--- src/eivs_pkg.sv ---
package eivs_pkg;

	// Register offsets on the data-space register port.
	localparam logic [7:0] EIVS_OFF_SENSE = 8'h69;
	localparam logic [7:0] EIVS_OFF_MASK_LO = 8'h6B;
	localparam logic [7:0] EIVS_OFF_MASK_HI = 8'h73;
	localparam logic [7:0] EIVS_OFF_VECTOR = 8'h70;
	localparam logic [7:0] EIVS_OFF_ENABLE = 8'h71;
	localparam logic [7:0] EIVS_OFF_FLAGS = 8'h72;

	// Field positions.
	localparam int EIVS_BIT_SENSE_LO = 0;
	localparam int EIVS_BIT_SENSE_HI = 1;
	localparam int EIVS_BIT_UNLOCK = 0;
	localparam int EIVS_BIT_SELECT = 1;
	localparam int EIVS_BIT_DED = 0;
	localparam int EIVS_BIT_GRP_LO = 6;
	localparam int EIVS_BIT_GRP_HI = 7;

	// Reset values.
	localparam logic [7:0] EIVS_RST_SENSE = 8'h00;
	localparam logic [7:0] EIVS_RST_MASK = 8'h00;
	localparam logic [7:0] EIVS_RST_VECTOR = 8'h00;
	localparam logic [7:0] EIVS_RST_ENABLE = 8'h00;
	localparam logic [7:0] EIVS_RST_FLAGS = 8'h00;

	// Sense control encodings.
	localparam logic [1:0] EIVS_SENSE_LOW = 2'h0;
	localparam logic [1:0] EIVS_SENSE_ANY = 2'h1;
	localparam logic [1:0] EIVS_SENSE_FALL = 2'h2;
	localparam logic [1:0] EIVS_SENSE_RISE = 2'h3;

	// Timing: cycles the unlock bit stays open.
	localparam logic [2:0] EIVS_UNLOCK_CYCLES = 3'h4;

	// Request vector indices.
	localparam int EIVS_REQ_DED = 0;
	localparam int EIVS_REQ_LO = 1;
	localparam int EIVS_REQ_HI = 2;

endpackage : eivs_pkg

--- src/eivs_top.sv ---
// Notes on behaviour
// - Select bit changes only within four cycles after unlock, unlock written zero.
// - Servicing blocked from unlock until after the instruction following select write.
// - Unlock without select write blocks interrupts for four cycles only.
// - Automatic blocking never alters the global interrupt enable bit.
// - Boot lock bits suppress interrupts in the section not holding vectors.
// - Select zero puts vectors at flash start; one at boot section start.
// - Unlock clears four cycles after written or when select is written.
// - Pins trigger interrupts even when driven as outputs by the port.
// - Group hi fires on enabled pins 15..8, group lo on pins 7..0.
// - Pin-change detection works without clock to wake the part.
// - Low-level mode requests for as long as the pin stays low.
// - Edge detection uses the clock; low-level detection works without it.
// - Level gone before start-up ends gives wake-up but no interrupt.
// - Sense bits: 00 low, 01 any change, 10 falling, 11 rising.
// - Input sampled before edge detection; pulses over one clock are caught.
// - Enable bit 0 with global enable allows dedicated input's own vector.
// - Enable bits 7 and 6 gate groups hi and lo with global enable.
// - Triggers set flag bits 7, 6, 0; vector taken when both enables set.
// - Flags clear on handler entry and when software writes one.
// - Dedicated flag reads zero while low-level sensing is selected.
// - Pin mask bits select pins; cleared bits keep pins out of the group.
`timescale 1ns/100ps
`default_nettype none
module eivs_top
	import eivs_pkg::*;
#(
	parameter int ADDR_W = 14,
	parameter int FLASH_WORDS = 8192,
	parameter int BOOT_MIN_WORDS = 128
) (
	input wire logic sys_clk_in,
	input wire logic rstn_in,
	input wire logic [7:0] reg_addr_in,
	input wire logic reg_wr_in,
	input wire logic reg_rd_in,
	input wire logic [7:0] reg_wdata_in,
	output logic [7:0] reg_rdata_out,
	input wire logic dedicated_irq_input_in,
	input wire logic [15:0] pin_change_inputs_in,
	input wire logic global_irq_enable_in,
	input wire logic [2:0] irq_ack_in,
	input wire logic instr_done_in,
	input wire logic exec_in_boot_in,
	input wire logic app_side_boot_lock_in,
	input wire logic boot_side_boot_lock_in,
	input wire logic [1:0] boot_size_fuses_in,
	output logic [2:0] irq_req_out,
	output logic irq_blocked_out,
	output logic [ADDR_W-1:0] vector_base_out,
	output logic wake_out
);
	generate
		if (ADDR_W < 2 || ADDR_W > 24 || FLASH_WORDS > (1 << ADDR_W) ||
			BOOT_MIN_WORDS * 8 > FLASH_WORDS) begin : g_bad_params
			$error("eivs_top: address width or section sizes unusable");
		end
	endgenerate

	logic [1:0] sense_reg;
	logic [7:0] mask_lo_reg;
	logic [7:0] mask_hi_reg;
	logic vector_table_select_reg;
	logic vector_change_unlock_reg;
	logic [2:0] unlock_cnt_reg;
	logic post_write_block_reg;
	logic [7:0] enable_reg;
	logic dedicated_irq_flag_reg;
	logic group_lo_flag_reg;
	logic group_hi_flag_reg;
	logic ded_last_reg;

	logic [16:0] pins_sync;
	logic ded_sync;
	logic change_lo;
	logic change_hi;
	logic async_lo;
	logic async_hi;
	logic wr_sense;
	logic wr_vector;
	logic wr_enable;
	logic wr_flags;
	logic level_mode;
	logic ded_edge;
	logic ded_level;
	logic section_suppress;
	logic service_ok;
	logic [ADDR_W-1:0] boot_start;

	assign wr_sense = reg_wr_in && (reg_addr_in == EIVS_OFF_SENSE);
	assign wr_vector = reg_wr_in && (reg_addr_in == EIVS_OFF_VECTOR);
	assign wr_enable = reg_wr_in && (reg_addr_in == EIVS_OFF_ENABLE);
	assign wr_flags = reg_wr_in && (reg_addr_in == EIVS_OFF_FLAGS);

	// Pin levels are read as they stand, whatever the port drives.
	eivs_sync #(
		.WIDTH(17)
	) u_sync (
		.sys_clk_in(sys_clk_in),
		.rstn_in(rstn_in),
		.async_in({dedicated_irq_input_in, pin_change_inputs_in}),
		.sync_out(pins_sync)
	);

	assign ded_sync = pins_sync[16];

	// Two-stage synchronised pins compared with the previous sample.
	eivs_pin_group #(
		.WIDTH(8)
	) u_group_lo (
		.sys_clk_in(sys_clk_in),
		.rstn_in(rstn_in),
		.raw_pins_in(pin_change_inputs_in[7:0]),
		.sync_pins_in(pins_sync[7:0]),
		.mask_in(mask_lo_reg),
		.change_out(change_lo),
		.async_change_out(async_lo)
	);

	eivs_pin_group #(
		.WIDTH(8)
	) u_group_hi (
		.sys_clk_in(sys_clk_in),
		.rstn_in(rstn_in),
		.raw_pins_in(pin_change_inputs_in[15:8]),
		.sync_pins_in(pins_sync[15:8]),
		.mask_in(mask_hi_reg),
		.change_out(change_hi),
		.async_change_out(async_hi)
	);

	// Sense control and pin masks.
	always_ff @(posedge sys_clk_in or negedge rstn_in) begin
		if (!rstn_in) begin
			sense_reg <= EIVS_RST_SENSE[1:0];
			mask_lo_reg <= EIVS_RST_MASK;
			mask_hi_reg <= EIVS_RST_MASK;
			enable_reg <= EIVS_RST_ENABLE;
		end else begin
			if (wr_sense) begin
				sense_reg <= {reg_wdata_in[EIVS_BIT_SENSE_HI],
					reg_wdata_in[EIVS_BIT_SENSE_LO]};
			end
			if (reg_wr_in && reg_addr_in == EIVS_OFF_MASK_LO) begin
				mask_lo_reg <= reg_wdata_in;
			end
			if (reg_wr_in && reg_addr_in == EIVS_OFF_MASK_HI) begin
				mask_hi_reg <= reg_wdata_in;
			end
			if (wr_enable) begin
				enable_reg <= reg_wdata_in;
			end
		end
	end

	// Protected vector move: unlock, then select within the open window.
	always_ff @(posedge sys_clk_in or negedge rstn_in) begin
		if (!rstn_in) begin
			vector_table_select_reg <= EIVS_RST_VECTOR[EIVS_BIT_SELECT];
			vector_change_unlock_reg <= EIVS_RST_VECTOR[EIVS_BIT_UNLOCK];
			unlock_cnt_reg <= 3'h0;
		end else if (wr_vector && reg_wdata_in[EIVS_BIT_UNLOCK]) begin
			vector_change_unlock_reg <= 1'b1;
			unlock_cnt_reg <= EIVS_UNLOCK_CYCLES;
		end else if (wr_vector && vector_change_unlock_reg) begin
			vector_table_select_reg <= reg_wdata_in[EIVS_BIT_SELECT];
			vector_change_unlock_reg <= 1'b0;
			unlock_cnt_reg <= 3'h0;
		end else if (vector_change_unlock_reg) begin
			if (unlock_cnt_reg == 3'h1) begin
				vector_change_unlock_reg <= 1'b0;
			end
			unlock_cnt_reg <= unlock_cnt_reg - 3'h1;
		end
	end

	// After a select write, hold off until the next instruction completes.
	always_ff @(posedge sys_clk_in or negedge rstn_in) begin
		if (!rstn_in) begin
			post_write_block_reg <= 1'b0;
		end else if (wr_vector && vector_change_unlock_reg &&
			!reg_wdata_in[EIVS_BIT_UNLOCK]) begin
			post_write_block_reg <= 1'b1;
		end else if (instr_done_in) begin
			post_write_block_reg <= 1'b0;
		end
	end

	// Blocking is its own gate; the global enable input is only read.
	assign irq_blocked_out = vector_change_unlock_reg ||
		post_write_block_reg;

	// Sections locked against the vector table see no interrupts.
	assign section_suppress = (vector_table_select_reg &&
		app_side_boot_lock_in && !exec_in_boot_in) ||
		(!vector_table_select_reg && boot_side_boot_lock_in &&
		exec_in_boot_in);

	assign service_ok = global_irq_enable_in && !irq_blocked_out &&
		!section_suppress;

	// Boot section start: smallest section for fuse code 3.
	always_comb begin
		boot_start = ADDR_W'(FLASH_WORDS -
			(BOOT_MIN_WORDS << (2'h3 - boot_size_fuses_in)));
	end

	assign vector_base_out = vector_table_select_reg ? boot_start :
		'0;

	// Dedicated input: edges on the synchronised level.
	always_ff @(posedge sys_clk_in or negedge rstn_in) begin
		if (!rstn_in) begin
			ded_last_reg <= 1'b0;
		end else begin
			ded_last_reg <= ded_sync;
		end
	end

	assign level_mode = (sense_reg == EIVS_SENSE_LOW);

	always_comb begin
		case (sense_reg)
			EIVS_SENSE_ANY: ded_edge = ded_sync ^ ded_last_reg;
			EIVS_SENSE_FALL: ded_edge = !ded_sync && ded_last_reg;
			EIVS_SENSE_RISE: ded_edge = ded_sync && !ded_last_reg;
			default: ded_edge = 1'b0;
		endcase
	end

	// The level request follows the pin and latches nothing, so a level
	// that vanishes during start-up leaves no request behind.
	assign ded_level = level_mode && !ded_sync;

	// Flags: a hardware set wins over a same-cycle clear.
	always_ff @(posedge sys_clk_in or negedge rstn_in) begin
		if (!rstn_in) begin
			dedicated_irq_flag_reg <= EIVS_RST_FLAGS[EIVS_BIT_DED];
		end else if (level_mode) begin
			dedicated_irq_flag_reg <= 1'b0;
		end else if (ded_edge) begin
			dedicated_irq_flag_reg <= 1'b1;
		end else if (irq_ack_in[EIVS_REQ_DED] ||
			(wr_flags && reg_wdata_in[EIVS_BIT_DED])) begin
			dedicated_irq_flag_reg <= 1'b0;
		end
	end

	always_ff @(posedge sys_clk_in or negedge rstn_in) begin
		if (!rstn_in) begin
			group_lo_flag_reg <= EIVS_RST_FLAGS[EIVS_BIT_GRP_LO];
		end else if (change_lo) begin
			group_lo_flag_reg <= 1'b1;
		end else if (irq_ack_in[EIVS_REQ_LO] ||
			(wr_flags && reg_wdata_in[EIVS_BIT_GRP_LO])) begin
			group_lo_flag_reg <= 1'b0;
		end
	end

	always_ff @(posedge sys_clk_in or negedge rstn_in) begin
		if (!rstn_in) begin
			group_hi_flag_reg <= EIVS_RST_FLAGS[EIVS_BIT_GRP_HI];
		end else if (change_hi) begin
			group_hi_flag_reg <= 1'b1;
		end else if (irq_ack_in[EIVS_REQ_HI] ||
			(wr_flags && reg_wdata_in[EIVS_BIT_GRP_HI])) begin
			group_hi_flag_reg <= 1'b0;
		end
	end

	// Requests, one per vector, gated by own and global enables.
	assign irq_req_out[EIVS_REQ_DED] = service_ok &&
		enable_reg[EIVS_BIT_DED] &&
		(dedicated_irq_flag_reg || ded_level);
	assign irq_req_out[EIVS_REQ_LO] = service_ok &&
		enable_reg[EIVS_BIT_GRP_LO] && group_lo_flag_reg;
	assign irq_req_out[EIVS_REQ_HI] = service_ok &&
		enable_reg[EIVS_BIT_GRP_HI] && group_hi_flag_reg;

	// Wake-up paths that need no clock edge.
	assign wake_out = (enable_reg[EIVS_BIT_GRP_LO] && async_lo) ||
		(enable_reg[EIVS_BIT_GRP_HI] && async_hi) ||
		(enable_reg[EIVS_BIT_DED] && level_mode &&
		!dedicated_irq_input_in);

	// Registered read port; unmapped addresses read zero.
	always_ff @(posedge sys_clk_in or negedge rstn_in) begin
		if (!rstn_in) begin
			reg_rdata_out <= 8'h00;
		end else if (reg_rd_in) begin
			case (reg_addr_in)
				EIVS_OFF_SENSE: reg_rdata_out <= {6'h00, sense_reg};
				EIVS_OFF_MASK_LO: reg_rdata_out <= mask_lo_reg;
				EIVS_OFF_MASK_HI: reg_rdata_out <= mask_hi_reg;
				EIVS_OFF_VECTOR: reg_rdata_out <= {6'h00,
					vector_table_select_reg, vector_change_unlock_reg};
				EIVS_OFF_ENABLE: reg_rdata_out <= {enable_reg[7:6], 5'h00,
					enable_reg[0]};
				EIVS_OFF_FLAGS: reg_rdata_out <= {group_hi_flag_reg,
					group_lo_flag_reg, 5'h00, dedicated_irq_flag_reg};
				default: reg_rdata_out <= 8'h00;
			endcase
		end
	end
endmodule : eivs_top
`default_nettype wire

--- src/eivs_sync.sv ---
`timescale 1ns/100ps
`default_nettype none
module eivs_sync #(
	parameter int WIDTH = 17
) (
	input wire logic sys_clk_in,
	input wire logic rstn_in,
	input wire logic [WIDTH-1:0] async_in,
	output logic [WIDTH-1:0] sync_out
);
	generate
		if (WIDTH < 1) begin : g_bad_width
			$error("eivs_sync: width must be at least one");
		end
	endgenerate

	logic [WIDTH-1:0] stage1_reg;

	always_ff @(posedge sys_clk_in or negedge rstn_in) begin
		if (!rstn_in) begin
			stage1_reg <= '0;
			sync_out <= '0;
		end else begin
			stage1_reg <= async_in;
			sync_out <= stage1_reg;
		end
	end
endmodule : eivs_sync
`default_nettype wire

--- src/eivs_pin_group.sv ---
`timescale 1ns/100ps
`default_nettype none
module eivs_pin_group #(
	parameter int WIDTH = 8
) (
	input wire logic sys_clk_in,
	input wire logic rstn_in,
	input wire logic [WIDTH-1:0] raw_pins_in,
	input wire logic [WIDTH-1:0] sync_pins_in,
	input wire logic [WIDTH-1:0] mask_in,
	output logic change_out,
	output logic async_change_out
);
	generate
		if (WIDTH < 1) begin : g_bad_width
			$error("eivs_pin_group: width must be at least one");
		end
	endgenerate

	logic [WIDTH-1:0] last_reg;

	always_ff @(posedge sys_clk_in or negedge rstn_in) begin
		if (!rstn_in) begin
			last_reg <= '0;
		end else begin
			last_reg <= sync_pins_in;
		end
	end

	// Clocked detection compares the synchronised pins with their last value.
	assign change_out = |((sync_pins_in ^ last_reg) & mask_in);
	// The held value stays put while the clock is stopped, so a raw pin
	// that moves away from it is seen without any clock edge.
	assign async_change_out = |((raw_pins_in ^ last_reg) & mask_in);
endmodule : eivs_pin_group
`default_nettype wire

--- config.mk ---
export PLATFORM = sky130hd
export DESIGN_NAME = eivs_top
export DESIGN_NICKNAME = d
export VERILOG_FILES = /design/src/eivs_pkg.sv /design/src/eivs_top.sv /design/src/eivs_sync.sv /design/src/eivs_pin_group.sv
export SDC_FILE = /design/constraint.sdc
export NUM_CORES = 1
export LEC_CHECK = 0
export BUFFER_PORTS_ARGS = -buffer_cell sky130_fd_sc_hd__buf_4
export CELL_PAD_IN_SITES_DETAIL_PLACEMENT = 0
export CELL_PAD_IN_SITES_GLOBAL_PLACEMENT = 2
export CORE_UTILIZATION = 37
export CTS_CLUSTER_DIAMETER = 50
export DETAILED_ROUTE_END_ITERATION = 6
export GPL_TIMING_DRIVEN = 0
export PLACE_DENSITY = 0.87
export SLEW_MARGIN = 20
export SYNTH_ARGS = -nofsm -noshare
export SYNTH_HDL_FRONTEND = slang
export SYNTH_SLANG_ARGS = --single-unit
--- constraint.sdc ---
create_clock -name sys_clk_in -period 1.6 [get_ports sys_clk_in]
set_input_delay 0.16 -clock sys_clk_in [delete_from_list [all_inputs] [get_ports sys_clk_in]]
set_output_delay 0.16 -clock sys_clk_in [all_outputs]
set_load 0.05 [all_outputs]
==> results.py, run 1 <==
metrics = {
    "yosys": {
        "synth_top_family_by_area": "compound AO/OA/AOI/OAI gates",
        "yosysSeqAreaShare": 0.589,
        "synth-simple-area-share": 0.0881,
        "synth_edf_count": 0,
        "synth_seq_cells": 89,
        "muxShareOfSynthArea": 0.0838,
        "synth_ff_type": "dfrtp_1",
        "synth_fa_ha_area_frac": 0.0132,
        "ys_top_cells_by_area": "dfrtp_1 (59%), xor2_1 (7.4%), mux2_2 (6.9%), a22oi_1 (3.6%), inv_1 (1.7%)",
        "synthCells": 292,
        "synth_top_cell_by_area": "dfrtp_1",
        "yosysUniqueCellTypes": 53,
        "synth_compound_area_frac": 0.100,
        "yosys.area.top_type_share": 0.589,
        "async_reset_ff_frac": 1.00,
        "syn_avg_cell_area_um2": 12.9,
        "yosys_warnings": 0,
        "synth_xor_area_frac": 0.0742,
        "syn-cell-area_mm2": 0.00378,
    },
    "critical_path": {
        "crit_fanout": 3,
        "crit_chain": "or2_4 > or3_4 > nor3_4 > buf_6",
        "required_ns": 1.44,
        "worstPathArrival_ns": 1.78,
        "path_delay_family": "simple AND/OR/NAND/NOR gates",
        "crit_slowest_cell": "or3_4",
        "cp-end-kind": "output pin",
        "cp_num_buf_inv": 1,
        "crit_type": "reg2out",
        "worstSetupStartpointType": "register",
        "slowest_delay_ns": 0.44,
    },
    "cells_and_area": {
        "diodes": 0,
        "fillers": 923,
        "finalCoreUtilization": 0.506,
        "nNetsFinal": 451,
        "multi_input_area_mm2": 0.00144,
        "drive_gt1_frac": 0.356,
        "seqCellArea_mm2": 0.00223,
        "design_area_mm2": 0.00497,
        "area_growth_pct": 31.6,
    },
    "power_and_ir_drop": {
        "power_density_mw_per_mm2": 941,
        "internal_power_mw": 3.34,
        "p_sw_mw": 1.34,
        "p_sw_frac": 0.287,
        "p_clk_frac": 0.323,
        "power.leakage_nw": 2.33,
        "power_mw": 4.68,
        "seqPwrFrac": 0.535,
        "vdd_drop_max_v": 0.000531,
        "combPwrFrac": 0.142,
    },
    "cts": {
        "cts_buffers": 9,
        "max-clock-path-buffers": 2,
        "cts_max_level": 3,
        "clock_sinks": 89,
        "cts.clk_slew.worst_paths_ns": 0.10,
        "tritoncts": "built",
        "clkLatencyLatePin_ns": 0.36,
        "root_buffer": "clkbuf_8",
    },
    "timing": {
        "worst_pin_slew_ns": 0.783,
        "fmax_mhz": 516,
        "slew_headroom": 0.478,
        "fin_crit_ns": 1.94,
        "rsz0062_at_grt": "true",
        "finalClockSkew_ns": 0.0129,
        "finalMaxSlewViolations": 0,
        "setup_ws_ns": -0.339,
        "timing.final.crit_share": 1.21,
        "hold_viol_final": 0,
        "fin_setup_tns_ns": -1.21,
        "setup_viol": 4,
    },
    "grt": {
        "grt_use_total": 0.161,
        "grt_pass1_vias": 2464,
        "antenna_found_initial": 0,
        "grt.overflow.total": 0,
        "grt_pass1_wl_um": 12300,
        "grt_max_degree": 90,
    },
    "min_path": {
        "hold_path.class": "in2reg",
    },
    "detailed_routing": {
        "detail-route-antenna-nets": 0,
        "drt-initial-drc-count": 67,
        "vias": 2566,
        "drt-vias-per-instance": 4.77,
        "drt_wl_total_um": 7880,
        "wl_per_cell_um": 14.6,
        "firstDrtPassIters": 4,
        "drc": 0,
    },
    "flow_run": {
        "cap_violations": 0,
    },
    "placed_design": {
        "globalplace.congestion": 0.751,
        "placed_area_mm2": 0.00449,
        "place_hpwl_um": 5630,
        "place_ws_ns": -0.159,
        "portBuffers": 65,
    },
    "die": {
        "die_width_um": 103,
        "start_util": 0.385,
        "dieArea_mm2": 0.0106,
        "ios": 74,
        "rows": 36,
        "die_y_um": 103,
        "coreArea_mm2": 0.00982,
    },
    "run_status": {
        "violations": "setup timing",
        "outcome": "finished, violations left",
    },
}
[routing by layer]
layer  GRT usage  share of wire  vias to the layer above
met1       0.230           0.48                     1257
met3      0.0285          0.048                       10
li1            -              -                     1234
met2       0.246           0.46                       65
met5           0              0                        -
met4      0.0618          0.015                        0
[synth_stat cells, types with 3 or more instances]
master and number:
xor2_1 32, buf_4 8, nor2_1 8, nand4_1 3, a21oi_1 5, dfrtp_1 89, nor2b_1 4, mux2_2 23
nor3_1 3, ha_1 4, inv_1 17, a22oi_1 18, o22ai_1 8, nand2_1 9, clkbuf_1 6, a211o_1 3
nand3_1 3, o21ai_0 3
[worst reg2reg max path, stage by stage, from the launching register on]
cell	delay (ns)
dfrtp_1	0.39
buf_4	0.14
xor2_1	0.15
a22o_1	0.23
a221oi_1	0.29
nand4_1	0.13
[timing repair]
action | in CTS | in global routing
endpoints found under the setup margin | 4 | 4
setup buffers | 2 | 5
hold endpoints to repair | 18 | 89
resized for setup | 7 | 3
hold buffers | 18 | 1
pin swaps | 6 | 11
[metrics by stage]
stage	hold slack (ns)	std cells
3_5_place_dp	0.286	497
6_report	0.0405	538
4_1_cts	0.0282	532
3_3_place_gp	0.285	497
5_1_grt	0.0284	538
2_1_floorplan	-0.136	299
[final cells by class]
cell class,instances,area share
Clock buffer,9,0.0249
Clock inverter,7,0.0146
Sequential cell,89,0.449
Tap cell,133,0.0335
Multi-Input combinational cell,175,0.289
Inverter,17,0.0128
Buffer,17,0.0247
Timing Repair Buffer,91,0.152
[final timing paths]
check | slack (ns) | to | cells after the start | startpoint
min reg2reg | 0.35 | u_sync.sync_out[16] | 0 | u_sync.stage1_reg[16]
max | -0.34 | irq_req_out[2] | 4 | post_write_block_reg
min in group asynchronous | 0.43 | u_sync.stage1_reg[10] | 2 | rstn_in
max reg2reg | 0.16 | group_hi_flag_reg | 5 | u_group_hi.last_reg[5]
min | 0.04 | mask_hi_reg[2] | 2 | reg_wdata_in[2]
max in group asynchronous | 0.60 | vector_table_select_reg | 2 | rstn_in
[power groups by stage]
| stage | registers, mW | logic (mW) | clock network (mW) |
|---|---|---|---|
| after global placement | 2.54 | 0.592 | 0 |
| after global routing | 2.52 | 0.739 | 1.66 |
| final | 2.50 | 0.663 | 1.51 |
| after floorplan | 2.52 | 0.373 | 0 |
| after CTS | 2.51 | 0.657 | 1.57 |
| after detailed placement | 2.55 | 0.608 | 0 |
[cell families (layout without fill, tap and decap cells)]
logic type,after synthesis,in the layout
compound gates,52,52
xor+xnor,32,32
fa+ha+maj,4,4
mux,27,27
other cells,1,8
buf+inv,35,141
flops,89,89
simple gates,52,52
[cell usage in the layout (no fill, tap or decap), types with 3 or more instances in the layout]
cell type      count
buf_6              5
inv_1             17
a22oi_1           16
o22ai_1            8
o21ai_0            3
nand3_1            3
dfrtp_1           87
nor2b_1            4
ha_1               4
clkbuf_1           5
nand2_1            9
a211o_1            3
a21oi_1            5
clkbuf_8          11
conb_1             8
buf_4             75
nor2_1             6
nand4_1            3
mux2_2            23
dlygate4sd3_1     19
xor2_1            32
(Power assumes the default switching activity.)
==> inputs of run 2 (changes only) <==
- CORE_ASPECT_RATIO: unset -> 0.75
==> results.py, run 2 (synthesized netlist as in run 1, its figures left out) <==
metrics = {
    "run_status": {
        "outcome": "finished, violations left",
        "violations": "setup timing",
    },
    "cts": {
        "max-clock-path-buffers": 2,
        "cts_max_level": 3,
        "clkLatencyLatePin_ns": 0.34,
        "cts.clk_slew.worst_paths_ns": 0.06,
        "clock_sinks": 89,
        "cts_buffers": 9,
        "root_buffer": "clkbuf_16",
        "tritoncts": "built",
    },
    "timing": {
        "slew_headroom": 0.473,
        "hold_viol_final": 0,
        "timing.final.crit_share": 1.17,
        "setup_ws_ns": -0.278,
        "finalMaxSlewViolations": 0,
        "fin_crit_ns": 1.88,
        "finalClockSkew_ns": 0.00794,
        "setup_viol": 4,
        "rsz0062_at_grt": "true",
        "fmax_mhz": 532,
        "worst_pin_slew_ns": 0.790,
        "fin_setup_tns_ns": -0.975,
        "fin_hold_ws_ns": 0.0721,
    },
    "placed_design": {
        "place_hpwl_um": 5820,
        "portBuffers": 65,
        "placed_area_mm2": 0.00449,
        "globalplace.congestion": 0.750,
    },
    "die": {
        "die_width_um": 119,
        "rows": 31,
        "ios": 74,
        "start_util": 0.387,
        "die_y_um": 89.5,
        "coreArea_mm2": 0.00977,
        "dieArea_mm2": 0.0106,
    },
    "detailed_routing": {
        "vias": 2525,
        "firstDrtPassIters": 4,
        "drt-vias-per-instance": 4.72,
        "drc": 0,
        "drt-initial-drc-count": 139,
        "wl_per_cell_um": 14.9,
        "detail-route-antenna-nets": 0,
        "drt_wl_total_um": 7960,
    },
    "critical_path": {
        "worstPathArrival_ns": 1.72,
        "crit_slowest_cell": "or3_4",
        "crit_type": "reg2out",
        "cp-endpoint": "irq_req_out[2]",
        "r2r_end": "group_hi_flag_reg",
        "cp-end-kind": "output pin",
        "r2r_cells": 6,
        "crit_start": "vector_change_unlock_reg",
        "worstSetupStartpointType": "register",
        "required_ns": 1.44,
        "crit_fanout": 3,
        "crit_chain": "or2_4 > or3_4 > nor3_4 > buf_6",
        "reg2reg_slack_ns": 0.13,
        "reg2reg_from": "u_group_hi.last_reg[5]",
        "slowest_delay_ns": 0.43,
    },
    "grt": {
        "grt_max_degree": 90,
        "grt.overflow.total": 0,
        "grt_pass1_vias": 2458,
        "grt_use_total": 0.163,
        "antenna_found_initial": 0,
        "grt_pass1_wl_um": 12700,
    },
    "min_path": {
        "hold_path.class": "in2reg",
    },
    "power_and_ir_drop": {
        "power.leakage_nw": 2.38,
        "vdd_drop_max_v": 0.000614,
        "power_density_mw_per_mm2": 1030,
        "power_mw": 5.24,
    },
    "cells_and_area": {
        "design_area_mm2": 0.00507,
        "drive_gt1_frac": 0.352,
        "area_growth_pct": 34.3,
        "nNetsFinal": 451,
        "layout_common_cells": "dfrtp_1 (87), buf_4 (75), xor2_1 (32), mux2_2 (23), dlygate4sd3_1 (19)",
        "layout_commonest_cell": "dfrtp_1",
        "diodes": 0,
    },
    "flow_run": {
        "cap_violations": 0,
    },
}
[run 2: cell types whose count changed in the layout (fill, tap and decap cells not counted), sizes merged]
cell / delta
clkinvlp: -1
clkinv: -1
bufinv: +1
inv: -4
clkbuf: +3
[run 2: metal layers]
layer	GRT usage	vias to the layer above	share of wire
li1	-	1233	-
met1	0.237	1213	0.50
met2	0.228	69	0.42
met3	0.0510	10	0.067
met4	0.0587	0	0.015
met5	0	-	0
[run 2: worst min-delay path by stage]
stage | startpoint | end | slack, ns | cells past startpoint
floorplan | rstn_in | ded_last_reg | -0.14 | 0
global placement | pin_change_inputs_in[12] | u_sync.stage1_reg[12] | 0.29 | 1
detailed placement | pin_change_inputs_in[12] | u_sync.stage1_reg[12] | 0.29 | 1
CTS | reg_wdata_in[2] | mask_lo_reg[2] | 0.06 | 2
global route | reg_wdata_in[5] | mask_hi_reg[5] | 0.06 | 2
finish | reg_wdata_in[2] | mask_lo_reg[2] | 0.07 | 2
[run 2: power by group]
group | internal, mW | switching [mW] | leakage, nW
Clock | 1.28 | 0.788 | 0.145
Sequential | 2.40 | 0.107 | 1.11
Combinational | 0.326 | 0.338 | 1.12
[run 2: metrics by stage]
stage | std cells | utilization | setup slack (ns)
after floorplan | 299 | - | -0.203
after CTS | 532 | 0.515 | -0.328
after global routing | 535 | 0.519 | -0.335
final | 535 | 0.519 | -0.278
after detailed placement | 496 | 0.460 | -0.125
after global placement | 496 | 0.460 | -0.142
[run 2: final cells by class]
| class | instances | area, µm² |
|---|---|---|
| inverter | 17 | 63.8 |
| multi-input combinational | 175 | 1450 |
| timing repair buffer | 91 | 753 |
| sequential | 89 | 2230 |
| fill | 874 | 4700 |
| tap | 132 | 165 |
| clock buffer | 12 | 256 |
| clock inverter | 2 | 38.8 |
| buffer | 17 | 123 |
[run 2: repair_timing]
| action | 4_1_cts | 5_1_grt |
|---|---|---|
| setup endpoints to repair | 4 | 4 |
| pin swaps | 11 | 7 |
| gates resized for setup | 7 | 4 |
| hold buffers | 18 | 1 |
| buffers inserted | 5 | 2 |
| endpoints found under the hold margin | 18 | 86 |
[run 2: critical path, delay by kind of cell, from the launching register on]
kind	cells	cell delay (ns)
simple gates	3	0.81
buf+inv	1	0.18
flops	1	0.40
